--- config.mk ---
export PLATFORM = sky130hd
export DESIGN_NAME = lc2_regs_flat
export DESIGN_NICKNAME = d
export VERILOG_FILES = /design/src/verilog/lc2_pkg.sv /design/src/verilog/lc2_if.sv /design/src/verilog/lc2_regs.sv /design/src/flat_wrapper.sv
export SDC_FILE = /design/constraint.sdc
export NUM_CORES = 1
export LEC_CHECK = 0
export BUFFER_PORTS_ARGS = -buffer_cell sky130_fd_sc_hd__buf_2
export CAP_MARGIN = 20
export CORE_UTILIZATION = 45
export CTS_BUF_LIST = sky130_fd_sc_hd__clkbuf_16
export DETAILED_ROUTE_END_ITERATION = 12
export GPL_ROUTABILITY_DRIVEN = 0
export HOLD_SLACK_MARGIN = 0.12
export PLACE_DENSITY = 0.84
export SLEW_MARGIN = 20
export SYNTH_ARGS = -nofsm -noshare
export SYNTH_HDL_FRONTEND = slang
export SYNTH_SLANG_ARGS = --single-unit
--- constraint.sdc ---
create_clock -name clk -period 4.1 [get_ports clk]
set_clock_uncertainty 0.1 [all_clocks]
set_input_delay 0.615 -clock clk [delete_from_list [all_inputs] [get_ports clk]]
set_output_delay 0.615 -clock clk [all_outputs]
set_load 0.01 [all_outputs]
--- src/verilog/lc2_pkg.sv ---
package lc2_pkg;
  localparam logic [7:0]  LC2_OFF_LCAP2      = 8'h6c;
  localparam logic [7:0]  LC2_OFF_LCTL2      = 8'h70;
  localparam logic [7:0]  LC2_OFF_PHY_CTRL   = 8'h80;
  localparam logic [7:0]  LC2_OFF_PHY_STAT   = 8'h84;
  localparam int          LC2_TS_LSB         = 0;
  localparam int          LC2_TS_MSB         = 3;
  localparam int          LC2_CE_BIT         = 4;
  localparam int          LC2_ASD_BIT        = 5;
  localparam int          LC2_DE_BIT         = 6;
  localparam int          LC2_TM_LSB         = 7;
  localparam int          LC2_TM_MSB         = 9;
  localparam logic [3:0]  LC2_SPEED_2G5      = 4'h1;
  localparam logic [3:0]  LC2_SPEED_5G0      = 4'h2;
  localparam logic [3:0]  LC2_TS_RESET       = 4'h2;
  localparam logic [2:0]  LC2_TM_NORMAL      = 3'h0;
  localparam logic [2:0]  LC2_TM_MAX_CODE    = 3'h5;
  localparam logic [31:0] LC2_LCAP2_RESET    = 32'h0000_0000;
  localparam logic [15:0] LC2_LCTL2_WMASK    = 16'h03df;
  localparam int          LC2_PC_HOT_RESET   = 0;
  localparam int          LC2_PC_RETRAIN     = 1;
  localparam int          LC2_PC_FULL_RETRAIN = 2;
  localparam int          LC2_PC_DOWNSTREAM  = 3;
  localparam int          LC2_PC_FUND_RESET  = 4;
  // Training-sequencer states seen by the register bank
  typedef enum logic [2:0] {
    LC2_LT_DETECT      = 3'b000,
    LC2_LT_POLL_CFG    = 3'b001,
    LC2_LT_L0          = 3'b011,
    LC2_LT_RCV_LOCK    = 3'b010,
    LC2_LT_RCV_SPEED   = 3'b110,
    LC2_LT_COMPLIANCE  = 3'b111
  } lc2_ltssm_e;
endpackage

--- src/verilog/lc2_if.sv ---
`timescale 1ns/1ps
`default_nettype none
interface lc2_if (
  input wire logic clk,
  input wire logic rst_n
);
  import lc2_pkg::*;
  logic [7:0]  cfg_addr;
  logic        cfg_wr;
  logic        cfg_rd;
  logic [15:0] cfg_wdata;
  logic [31:0] cfg_rdata;
  logic        fund_reset;
  logic        hot_reset;
  logic        retrain;
  logic        full_retrain;
  logic        downstream;
  lc2_ltssm_e  ltssm_state;
  logic [3:0]  cur_speed;
  logic        low_swing;
  logic [3:0]  adv_max_speed;
  logic        compliance_req;
  logic [3:0]  compliance_speed;
  logic        tx_deemph_3p5;
  logic        adv_deemph_3p5;
  logic [2:0]  tx_margin;
  logic        tx_margin_normal;
  modport device (
    input  clk, rst_n, cfg_addr, cfg_wr, cfg_rd, cfg_wdata, fund_reset, hot_reset, retrain,
    input  full_retrain, downstream, ltssm_state, cur_speed, low_swing,
    output cfg_rdata, adv_max_speed, compliance_req, compliance_speed, tx_deemph_3p5,
    output adv_deemph_3p5, tx_margin, tx_margin_normal
  );
  modport host (
    input  clk, rst_n, cfg_rdata, adv_max_speed, compliance_req, compliance_speed,
    input  tx_deemph_3p5, adv_deemph_3p5, tx_margin, tx_margin_normal,
    output cfg_addr, cfg_wr, cfg_rd, cfg_wdata, fund_reset, hot_reset, retrain,
    output full_retrain, downstream, ltssm_state, cur_speed, low_swing
  );
endinterface
`default_nettype wire

--- src/verilog/lc2_regs.sv ---
`timescale 1ns/1ps
`default_nettype none
module lc2_regs
  import lc2_pkg::*;
(
  lc2_if.device bus
);
  logic [3:0]  target_speed;
  logic        compliance_entry;
  logic        deemphasis_select;
  logic [2:0]  transmit_margin;
  logic        deemph_active;
  logic [2:0]  margin_active;
  logic        comp_armed;
  lc2_ltssm_e  prev_state;
  logic [15:0] lctl2_view;

  function automatic logic is_write(input logic [7:0] off);
    is_write = bus.cfg_wr && (bus.cfg_addr == off);
  endfunction

  // Sticky fields: only fundamental reset restores them
  always_ff @(posedge bus.clk or negedge bus.rst_n) begin
    if (!bus.rst_n) begin
      target_speed     <= LC2_TS_RESET;
      compliance_entry <= 1'b0;
    end else if (bus.fund_reset) begin
      target_speed     <= LC2_TS_RESET;
      compliance_entry <= 1'b0;
    end else if (is_write(LC2_OFF_LCTL2)) begin
      target_speed     <= bus.cfg_wdata[LC2_TS_MSB:LC2_TS_LSB];
      compliance_entry <= bus.cfg_wdata[LC2_CE_BIT];
    end
  end

  // Margin: hardware clear on Polling.Configuration entry wins over a write
  always_ff @(posedge bus.clk or negedge bus.rst_n) begin
    if (!bus.rst_n) begin
      transmit_margin <= LC2_TM_NORMAL;
    end else if (bus.fund_reset) begin
      transmit_margin <= LC2_TM_NORMAL;
    end else if (bus.ltssm_state == LC2_LT_POLL_CFG && prev_state != LC2_LT_POLL_CFG) begin
      transmit_margin <= LC2_TM_NORMAL;
    end else if (is_write(LC2_OFF_LCTL2)) begin
      transmit_margin <= bus.cfg_wdata[LC2_TM_MSB:LC2_TM_LSB];
    end
  end

  // Non-sticky: any reset of the port clears it
  always_ff @(posedge bus.clk or negedge bus.rst_n) begin
    if (!bus.rst_n) begin
      deemphasis_select <= 1'b0;
    end else if (bus.fund_reset || bus.hot_reset) begin
      deemphasis_select <= 1'b0;
    end else if (is_write(LC2_OFF_LCTL2)) begin
      deemphasis_select <= bus.cfg_wdata[LC2_DE_BIT];
    end
  end

  always_ff @(posedge bus.clk or negedge bus.rst_n) begin
    if (!bus.rst_n) begin
      prev_state <= LC2_LT_DETECT;
    end else begin
      prev_state <= bus.ltssm_state;
    end
  end

  // Line settings latch only in the states allowed to change them
  always_ff @(posedge bus.clk or negedge bus.rst_n) begin
    if (!bus.rst_n) begin
      deemph_active <= 1'b0;
    end else if (bus.ltssm_state == LC2_LT_RCV_SPEED) begin
      deemph_active <= deemphasis_select;
    end
  end

  always_ff @(posedge bus.clk or negedge bus.rst_n) begin
    if (!bus.rst_n) begin
      margin_active <= LC2_TM_NORMAL;
    end else if (bus.ltssm_state == LC2_LT_POLL_CFG) begin
      margin_active <= LC2_TM_NORMAL;
    end else if (bus.ltssm_state == LC2_LT_RCV_LOCK) begin
      margin_active <= transmit_margin;
    end
  end

  // Compliance armed by bit; taken at the hot reset that follows
  always_ff @(posedge bus.clk or negedge bus.rst_n) begin
    if (!bus.rst_n) begin
      comp_armed <= 1'b0;
    end else if (bus.fund_reset || !compliance_entry) begin
      comp_armed <= 1'b0;
    end else if (bus.hot_reset) begin
      comp_armed <= 1'b1;
    end
  end

  assign bus.compliance_req   = comp_armed;
  assign bus.compliance_speed = target_speed;
  // Upstream ports advertise everything; the partner caps them
  assign bus.adv_max_speed    = bus.downstream ? target_speed : LC2_SPEED_5G0;
  // Fixed at -6 dB when de-emphasis is irrelevant on the line
  assign bus.tx_deemph_3p5    = bus.downstream && deemph_active
                                && bus.cur_speed == LC2_SPEED_5G0 && !bus.low_swing;
  assign bus.adv_deemph_3p5   = deemphasis_select;
  // Reserved codes are driven out as the normal code
  assign bus.tx_margin        = (margin_active > LC2_TM_MAX_CODE) ? LC2_TM_NORMAL
                                : margin_active;
  assign bus.tx_margin_normal = (bus.tx_margin == LC2_TM_NORMAL);

  always_comb begin
    lctl2_view = 16'h0000;
    lctl2_view[LC2_TS_MSB:LC2_TS_LSB] = target_speed;
    lctl2_view[LC2_CE_BIT]            = compliance_entry;
    lctl2_view[LC2_ASD_BIT]           = 1'b0;
    lctl2_view[LC2_DE_BIT]            = deemphasis_select;
    lctl2_view[LC2_TM_MSB:LC2_TM_LSB] = transmit_margin;
  end

  always_ff @(posedge bus.clk or negedge bus.rst_n) begin
    if (!bus.rst_n) begin
      bus.cfg_rdata <= 32'h0000_0000;
    end else if (bus.cfg_rd) begin
      case (bus.cfg_addr)
        LC2_OFF_LCAP2: bus.cfg_rdata <= LC2_LCAP2_RESET;
        LC2_OFF_LCTL2: bus.cfg_rdata <= {16'h0000, lctl2_view};
        default:       bus.cfg_rdata <= 32'h0000_0000;
      endcase
    end
  end
endmodule
`default_nettype wire
--- src/flat_wrapper.sv ---
// flat-port wrapper written by rule: the top's interface ports become plain ports
module lc2_regs_flat import lc2_pkg::*;
  (clk, rst_n, bus_cfg_addr, bus_cfg_wr, bus_cfg_rd, bus_cfg_wdata, bus_fund_reset, bus_hot_reset, bus_retrain, bus_full_retrain, bus_downstream, bus_ltssm_state, bus_cur_speed, bus_low_swing, bus_cfg_rdata, bus_adv_max_speed, bus_compliance_req, bus_compliance_speed, bus_tx_deemph_3p5, bus_adv_deemph_3p5, bus_tx_margin, bus_tx_margin_normal);
  lc2_if bus_i (.clk(clk), .rst_n(rst_n));
  input wire logic clk;
  input wire logic rst_n;
  input wire logic [$bits(bus_i.cfg_addr)-1:0] bus_cfg_addr;
  input wire logic [$bits(bus_i.cfg_wr)-1:0] bus_cfg_wr;
  input wire logic [$bits(bus_i.cfg_rd)-1:0] bus_cfg_rd;
  input wire logic [$bits(bus_i.cfg_wdata)-1:0] bus_cfg_wdata;
  input wire logic [$bits(bus_i.fund_reset)-1:0] bus_fund_reset;
  input wire logic [$bits(bus_i.hot_reset)-1:0] bus_hot_reset;
  input wire logic [$bits(bus_i.retrain)-1:0] bus_retrain;
  input wire logic [$bits(bus_i.full_retrain)-1:0] bus_full_retrain;
  input wire logic [$bits(bus_i.downstream)-1:0] bus_downstream;
  input wire logic [$bits(bus_i.ltssm_state)-1:0] bus_ltssm_state;
  input wire logic [$bits(bus_i.cur_speed)-1:0] bus_cur_speed;
  input wire logic [$bits(bus_i.low_swing)-1:0] bus_low_swing;
  output wire logic [$bits(bus_i.cfg_rdata)-1:0] bus_cfg_rdata;
  output wire logic [$bits(bus_i.adv_max_speed)-1:0] bus_adv_max_speed;
  output wire logic [$bits(bus_i.compliance_req)-1:0] bus_compliance_req;
  output wire logic [$bits(bus_i.compliance_speed)-1:0] bus_compliance_speed;
  output wire logic [$bits(bus_i.tx_deemph_3p5)-1:0] bus_tx_deemph_3p5;
  output wire logic [$bits(bus_i.adv_deemph_3p5)-1:0] bus_adv_deemph_3p5;
  output wire logic [$bits(bus_i.tx_margin)-1:0] bus_tx_margin;
  output wire logic [$bits(bus_i.tx_margin_normal)-1:0] bus_tx_margin_normal;
  assign bus_i.cfg_addr = bus_cfg_addr;
  assign bus_i.cfg_wr = bus_cfg_wr;
  assign bus_i.cfg_rd = bus_cfg_rd;
  assign bus_i.cfg_wdata = bus_cfg_wdata;
  assign bus_i.fund_reset = bus_fund_reset;
  assign bus_i.hot_reset = bus_hot_reset;
  assign bus_i.retrain = bus_retrain;
  assign bus_i.full_retrain = bus_full_retrain;
  assign bus_i.downstream = bus_downstream;
  assign bus_i.ltssm_state = bus_ltssm_state;
  assign bus_i.cur_speed = bus_cur_speed;
  assign bus_i.low_swing = bus_low_swing;
  assign bus_cfg_rdata = bus_i.cfg_rdata;
  assign bus_adv_max_speed = bus_i.adv_max_speed;
  assign bus_compliance_req = bus_i.compliance_req;
  assign bus_compliance_speed = bus_i.compliance_speed;
  assign bus_tx_deemph_3p5 = bus_i.tx_deemph_3p5;
  assign bus_adv_deemph_3p5 = bus_i.adv_deemph_3p5;
  assign bus_tx_margin = bus_i.tx_margin;
  assign bus_tx_margin_normal = bus_i.tx_margin_normal;
  lc2_regs u_core (.bus(bus_i));
endmodule
## Word-level counts from Yosys, hierarchy flattened

Cells that the tools add are included.

| word-level totals | value |
|---|---|
| register bits after elaboration | 49 |
| latch bits | 0 |
| memory bits (writable) | 0 |
| bits in read-only memories | 0 |
| output and inout port bits | 47 |
| logic and storage cells | 47 |
| memories | 0 |

| cells by class | value |
|---|---|
| add/subtract/negate cells | 0 |
| $mul | 0 |
| div/mod/pow operators | 0 |
| order comparisons | 1 |
| eq/ne operators | 6 |
| shift-type cells | 0 |
| muxes and demuxes | 16 |
| bitwise operators | 0 |
| reductions and logical operators | 15 |

Operators by type and width:

| operator | number |
|---|---|
| 2-to-1 mux 3 bit | 6 |
| 2-to-1 mux 4 bit | 3 |
| 2-to-1 mux 10 bit | 1 |
| equality test 8 x 7 -> 1 bit (second input constant) | 1 |
| nonzero test 2 bit | 4 |
| 2-to-1 mux 1 bit | 6 |
| logical AND 1 bit | 5 |
| equality test 4 x 2 -> 1 bit (second input constant) | 1 |
| equality test 3 x 1 -> 1 bit (second input constant) | 1 |
| equality test 3 x 2 -> 1 bit (second input constant) | 1 |
| equality test 3 bit (second input constant) | 1 |
| greater-than comparator 3 bit (second input constant) | 1 |
| logical NOT 3 bit | 1 |
| inequality test 3 x 1 -> 1 bit (second input constant) | 1 |
| nonzero test 3 bit | 1 |
| logical NOT 1 bit | 2 |
| logical OR 1 bit | 2 |

## Depth between registers and ports, before layout

Gate-level depths: netlist of run 1.

| logic depth | value |
|---|---|
| depth after elaboration | 5 |
| depth in mapped cells | 4 |
| gate-level depth less buffers | 3 |

## Worst setup path before layout of run 1

No wires, ideal clock.

| timing path | value |
|---|---|
| kind | in2out |
| start | in bus_cur_speed[3] |
| end | out bus_tx_deemph_3p5 |
| data arrival time | 1.581 ns |
| required time | 3.385 ns |
| path slack | 1.804 ns |
| stages | 2 |
| path through | or4b_2 -> nor3_1 |

| on the way | value |
|---|---|
| longest elaborated chain between the ends | 3 |

RTL lines:

| what | line | source |
|---|---|---|
| start, declared | flat_wrapper.sv:17 | `input wire logic [$bits(bus_i.cur_speed)-1:0] bus_cur_speed;` |
| equality test 4 x 2 -> 1 bit | lc2_regs.sv:104 | `&& bus.cur_speed == LC2_SPEED_5G0 && !bus.low_swing;` |
| logical AND 1 bit (2 in series) | lc2_regs.sv:104 |  |
| end, declared | flat_wrapper.sv:23 | `output wire logic [$bits(bus_i.tx_deemph_3p5)-1:0] bus_tx_deemph_3p5;` |

No other way between the ends.

## Worst setup path after layout of run 1

Same ends and word-level chain as after synthesis.

==> run metrics, run 1 <==
Post-synth ARST share=1.00; CTS clock-pin slew for the worst setup and hold paths=60 ps; Peak Freq=417 MHz; CP max stage delay=660 ps; Post-Route WL=about 2700 um; number of global-route vias before repair=964; Synth area leader=dfrtp_1; Least-Margin Pin Slew=796 ps; CTS tree=done; top_reg_cell synth=dfrtp_1; clk sinks=26; period utilisation layout=0.584; # diodes=0; Hold Fails Final Rpt=0; Top delay family on crit path=simple AND/OR/NAND/NOR gates; io pins=88; DRC Markers=5; leakage=approximately 0.00088 uW; minimum clock period=approximately 2400 ps; post-synth cell types=34; CP Cell Sequence=buf_2 > or4b_2 > nor3_1 > buf_2; Setup CP Type=input pin to output port; initial antenna violation count=0; htree depth=1; outcome=finished with violations; power consumption=between 500 and 600 uW; CP Capture Type=output port; max_slew headroom=0.465; Skew-Pair Late Insertion Delay=260 ps; routed length per instance=12.5 um; worst vdd ir=roughly 0.28 mV; CP Data Arrival Time=roughly 1700 ps; Total Routing Usage GR=0.171; Detail Route Antenna Nets=0; number of synthesized flops with an enable pin=0; detailed router's first-iteration violation count=41; die area=3300 um2; syn avg cell area=around 11 um2; Yosys reg bits=26; Worst EP required=3380 ps; Die X=57.4 um; port bufs=55; largest cells by area after synthesis=dfrtp_1 45%, buf_4 13%, a22o_1 5.7%; Post-Syn Area=1380 um2; Reg area=652 um2; RSZ-0062 raised after global routing=false; most frequent CP cell=buf_2; die height=57.4 um; clk buf depth=2; Initial Util=0.488; cell count after synthesis=131; largest net degree at the start of global routing=27; failing checks=design-rule violations; cts hold-fix bufs=0; Power per Cell Area=between 300 and 400 nW/um2; Critical path buffers and inverters=2; Slew Viols, Final=0; setup violators final=0; sequential fraction of the synthesis area=0.472; pre-CTS setup slack=1700 ps; startpoint types=input pin; Ys Warns=0; area share of the largest cell type after synthesis=0.453; Post-CTS Setup Inserts=0; fin cells=217; Final TNS setup=0 ps; slowest CP cell=or4b_2; Root Buffer=clkbuf_16; Multi-input gate area=609 um2; most frequent cells in the layout=55 x buf_2, 25 x dfrtp_1, 23 x conb_1; area delta synth->final=20.6%; # rows=19; Detailed Routing Iterations Pass 1=8; Placed Instances=about 210; TritonCTS Buffers=3; Final WS setup=1700 ps; R2R Setup Slk=2720 ps; final core utilization=0.589; via count=1113; Post-DP HPWL=approximately 2100 um; filler instances=248; grt total ovfl=0; max_cap viols=0; total core area=approximately 2800 um2; Via density=5.13; crit-path max FO=1; Tightest Hold Check Type=input pin to asynchronous set/reset pin; post-CTS sizing=0; share of cells above drive strength 1=0.360; first-pass GRT wire length=4410 um; Total Nets Final=228; commonest non-fill, non-tap cell in the layout=buf_2
## registers in the layout, summed over array words and instances, names as in the netlist
register,flops
u_core.transmit_margin,3
u_core.prev_state,3
u_core.compliance_entry,1
u_core.margin_active,3
u_core.bus.cfg_rdata,9
u_core.bus.compliance_speed,4
u_core.bus.compliance_req,1
u_core.bus.adv_deemph_3p5,1
u_core.deemph_active,1
## report_power, final
part,internal (uW),switching [uW],leakage [uW],total [uW]
clock,130,82.4,0.0000385,213
sequential,258,0.480,0.000353,259
combinational,16.0,32.4,0.000485,48.4
## layer usage
layer	up-vias	GRT usage	wire [um]
li1	538	-	-
met1	524	0.236	1230
met2	49	0.274	1300
met3	2	0.0431	183
met4	0	0.0348	9
met5	-	0	0
## cell usage after synthesis, types with 2 or more instances
| cell type | count |
|---|---|
| dfrtp_1 | 25 |
| and2_1 | 3 |
| nor2_1 | 6 |
| mux2i_1 | 3 |
| a22o_1 | 9 |
| a2bb2oi_1 | 3 |
| nor2b_1 | 2 |
| nand4_1 | 6 |
| nor3_4 | 2 |
| nand2_1 | 9 |
| nand2b_1 | 3 |
| inv_1 | 2 |
| a21o_1 | 2 |
| a21oi_1 | 6 |
| nor3_1 | 2 |
| buf_4 | 23 |
| o21ai_0 | 3 |
| o31ai_1 | 6 |
## cell families after synthesis
family,after synthesis,synth area share
AOI/OAI and AO/OA,31,0.164
other,1,0.00271
buffers and inverters,29,0.147
and+or+nand+nor,40,0.185
DFF,26,0.472
muxes,4,0.0299
## metrics by stage
step / hold slack, ps / instance area, um2
global placement: 370 / 1590
CTS: 262 / 1670
floorplan: 219 / 1460
detailed placement: 377 / 1590
finish: 242 / 1670
global route: 284 / 1670
## area by class of cell
cell class / instances / area share
multi-input cells: 98 / 0.366
repair buffers: 55 / 0.165
clock buffers: 3 / 0.0451
clock inverters: 1 / 0.00225
flip-flops and latches: 26 / 0.391
well taps: 31 / 0.0233
inverters: 3 / 0.00676
## worst reg2reg max path, stage by stage (launching register included)
cell	delay (ps)
dfrtp_1	350
or3b_2	460
a31o_2	260
a21oi_1	120
## worst paths after layout
path,start,endpoint,depth (start not counted)
setup / recovery,bus_cur_speed[3],bus_tx_deemph_3p5,4
hold / removal,rst_n,u_core.bus.cfg_rdata[1],1
setup reg to reg,u_core.prev_state[1],u_core.transmit_margin[0],3
hold reg to reg,u_core.bus.compliance_req,u_core.bus.compliance_req,2
max in group asynchronous,rst_n,u_core.bus.compliance_speed[3],1
min in group clk,u_core.bus.compliance_req,u_core.bus.compliance_req,2
(Power assumes the default switching activity.)
==> run 2: changes to the inputs <==
--- a/config.mk
+++ b/config.mk
@@ -7,12 +7,12 @@
 export LEC_CHECK = 0
 export BUFFER_PORTS_ARGS = -buffer_cell sky130_fd_sc_hd__buf_2
 export CAP_MARGIN = 20
-export CORE_UTILIZATION = 45
+export CORE_UTILIZATION = 38
 export CTS_BUF_LIST = sky130_fd_sc_hd__clkbuf_16
 export DETAILED_ROUTE_END_ITERATION = 12
 export GPL_ROUTABILITY_DRIVEN = 0
 export HOLD_SLACK_MARGIN = 0.12
-export PLACE_DENSITY = 0.84
+export PLACE_DENSITY = 0.76
 export SLEW_MARGIN = 20
 export SYNTH_ARGS = -nofsm -noshare
 export SYNTH_HDL_FRONTEND = slang
==> constraint.sdc (replaced) <==
create_clock -name clk -period 2.05 [get_ports clk]
set_clock_uncertainty 0.1 [all_clocks]
set_input_delay 0.3075 -clock clk [delete_from_list [all_inputs] [get_ports clk]]
set_output_delay 0.3075 -clock clk [all_outputs]
set_load 0.01 [all_outputs]
==> run 2 against run 1 <==
Effect of this change: total power grew 99%; utilization shrank 8.8 points; register-to-register slack lost 2000 ps; worst hold slack lost 100 ps; die area grew 18%; the flow now finishes without violations; critical path type unchanged; via count shrank 0.63%; sequential power grew 100%; count of clock-buffer cells in the layout is the same; critical path depth is the same; global-route usage shrank 2.9 points.
==> run metrics, run 2 (synthesis gave the netlist of run 1 again) <==
Reg area=652 um2 (unchanged); CP Capture Type=output port (unchanged); Post-CTS Setup Inserts=0 (unchanged); max reg flops=9 (unchanged); leakage=0.000890 uW (was 0.000876 uW); CP Data Arrival Time=1380 ps (was 1680 ps); via count=1106 (was 1113); CTS clock-pin slew for the worst setup and hold paths=60 ps (about the same); initial antenna violation count=0 (unchanged); # diodes=0 (unchanged); Total Nets Final=231 (was 228); Final TNS setup=0 ps (unchanged); Slew Viols, Final=0 (unchanged); first-pass GRT wire length=4420 um (was 4410 um); Detailed Routing Iterations Pass 1=4 (was 8); TritonCTS Buffers=3 (unchanged); period utilisation layout=0.871; most frequent cells in the layout=55 x buf_2, 25 x dfrtp_1, 23 x conb_1 (unchanged); minimum clock period=1780 ps; most frequent CP cell=buf_2 (unchanged); clk sinks=26 (unchanged); routed length per instance=11.0 um (was 12.5 um); clk buf depth=2 (unchanged); Peak Freq=560 MHz; DRC Markers=0 (was 5); Via density=4.71 (was 5.13); total core area=3420 um2 (was 2830 um2); CP max stage delay=650 ps (was 660 ps); CP Cell Sequence=buf_2 > or4b_2 > nor3_1 > buf_2 (unchanged); Die X=62.3 um (was 57.4 um); Power per Cell Area=606 nW/um2 (was 312 nW/um2); max_slew headroom=0.640 (was 0.465); Skew-Pair Late Insertion Delay=250 ps (was 260 ps); setup violators final=0 (unchanged); Hold Fails Final Rpt=0 (unchanged); number of global-route vias before repair=985 (was 964); die area=3880 um2 (was 3300 um2); startpoint types=input pin (unchanged); die height=62.3 um (was 57.4 um); # rows=21 (was 19); Setup CP Type=input pin to output port (unchanged); crit-path max FO=1 (unchanged); grt total ovfl=0 (unchanged); filler instances=315 (was 248); slowest CP cell=or4b_2 (unchanged); Tightest Hold Check Type=input pin to flop (was input pin to asynchronous set/reset pin); worst vdd ir=0.446 mV (was 0.279 mV); area delta synth->final=23.7% (was 20.6%); Initial Util=0.404 (was 0.488); Detail Route Antenna Nets=0 (unchanged); CTS tree=done (unchanged); max_cap viols=0 (unchanged); Least-Margin Pin Slew=539 ps (was 796 ps); Post-DP HPWL=2010 um (was 2110 um); Total Routing Usage GR=0.142 (was 0.171); RSZ-0062 raised after global routing=false (unchanged); largest net degree at the start of global routing=27 (unchanged); detailed router's first-iteration violation count=34 (was 41); Worst EP required=1640 ps (was 3380 ps); Multi-input gate area=609 um2 (unchanged); Placed Instances=230 (was 213); share of cells above drive strength 1=0.365 (was 0.360); fin cells=235 (was 217); final core utilization=0.500 (was 0.589); commonest non-fill, non-tap cell in the layout=buf_2 (unchanged); io pins=88 (unchanged); port bufs=55 (unchanged); Root Buffer=clkbuf_16 (unchanged); R2R Setup Slk=690 ps (was 2720 ps); Top reg by flops=u_core.bus.cfg_rdata (unchanged); Post-Route WL=2590 um (was 2720 um); htree depth=1 (unchanged); outcome=completed (was finished with violations)
run 2: changes by cell type in the layout (fill, tap and decap cells not counted):
cell           delta
dlygate4sd3_1     +1
buf_4             +2
run 2: critical path: cells and delay by family:
family / cells / cell delay, ps
and+or+nand+nor: 2 / 820
buffers and inverters: 2 / 240
run 2: where the power goes:
group | internal, uW | switching, uW | leakage [uW]
logic | 35.1 | 64.7 | 0.000499
clock network | 260 | 159 | 0.0000385
registers | 517 | 0.816 | 0.000353
total | 812 | 224 | 0.000890
run 2: metrics by stage:
step	cell area [um2]	total power [uW]	hold WS, ps	worst slack [ps]
floorplan	1460	605	-88.1	369
global route	1710	1070	151	227
CTS	1710	1040	144	263
finish	1710	1040	142	265
detailed placement	1620	626	226	264
global placement	1620	626	235	279
run 2: path summary, 6_finish.rpt:
path,startpoint,to,depth (start not counted)
max,bus_cur_speed[3],bus_tx_deemph_3p5,4
min,bus_ltssm_state[2],u_core.prev_state[2],1
max reg2reg,u_core.prev_state[1],u_core.transmit_margin[2],3
min in group asynchronous,rst_n,u_core.margin_active[0],2
min reg2reg,u_core.bus.compliance_req,u_core.bus.compliance_req,2
max in group asynchronous,rst_n,u_core.bus.compliance_speed[1],2
run 2: layout make-up:
class,instances,area share
clock buffers,3,0.0439
clock inverters,1,0.00220
inverters,3,0.00659
multi-input cells,98,0.357
flip-flops and latches,26,0.381
well taps,46,0.0337
repair buffers,58,0.176
run 2: repair_timing:
action / in CTS / in global routing
hold endpoints to repair: 25 / 0
hold buffers: 1 / 0
setup endpoints to repair: 0 / 0
resized for setup: 0 / 0
run 2: layer usage:
layer  vias to the layer above  share of wire  track usage
met5                         -              0            0
met4                         0          0.016       0.0523
met3                         4          0.074       0.0202
met2                        66           0.44        0.243
met1                       493           0.47        0.181
li1                        543              -            -
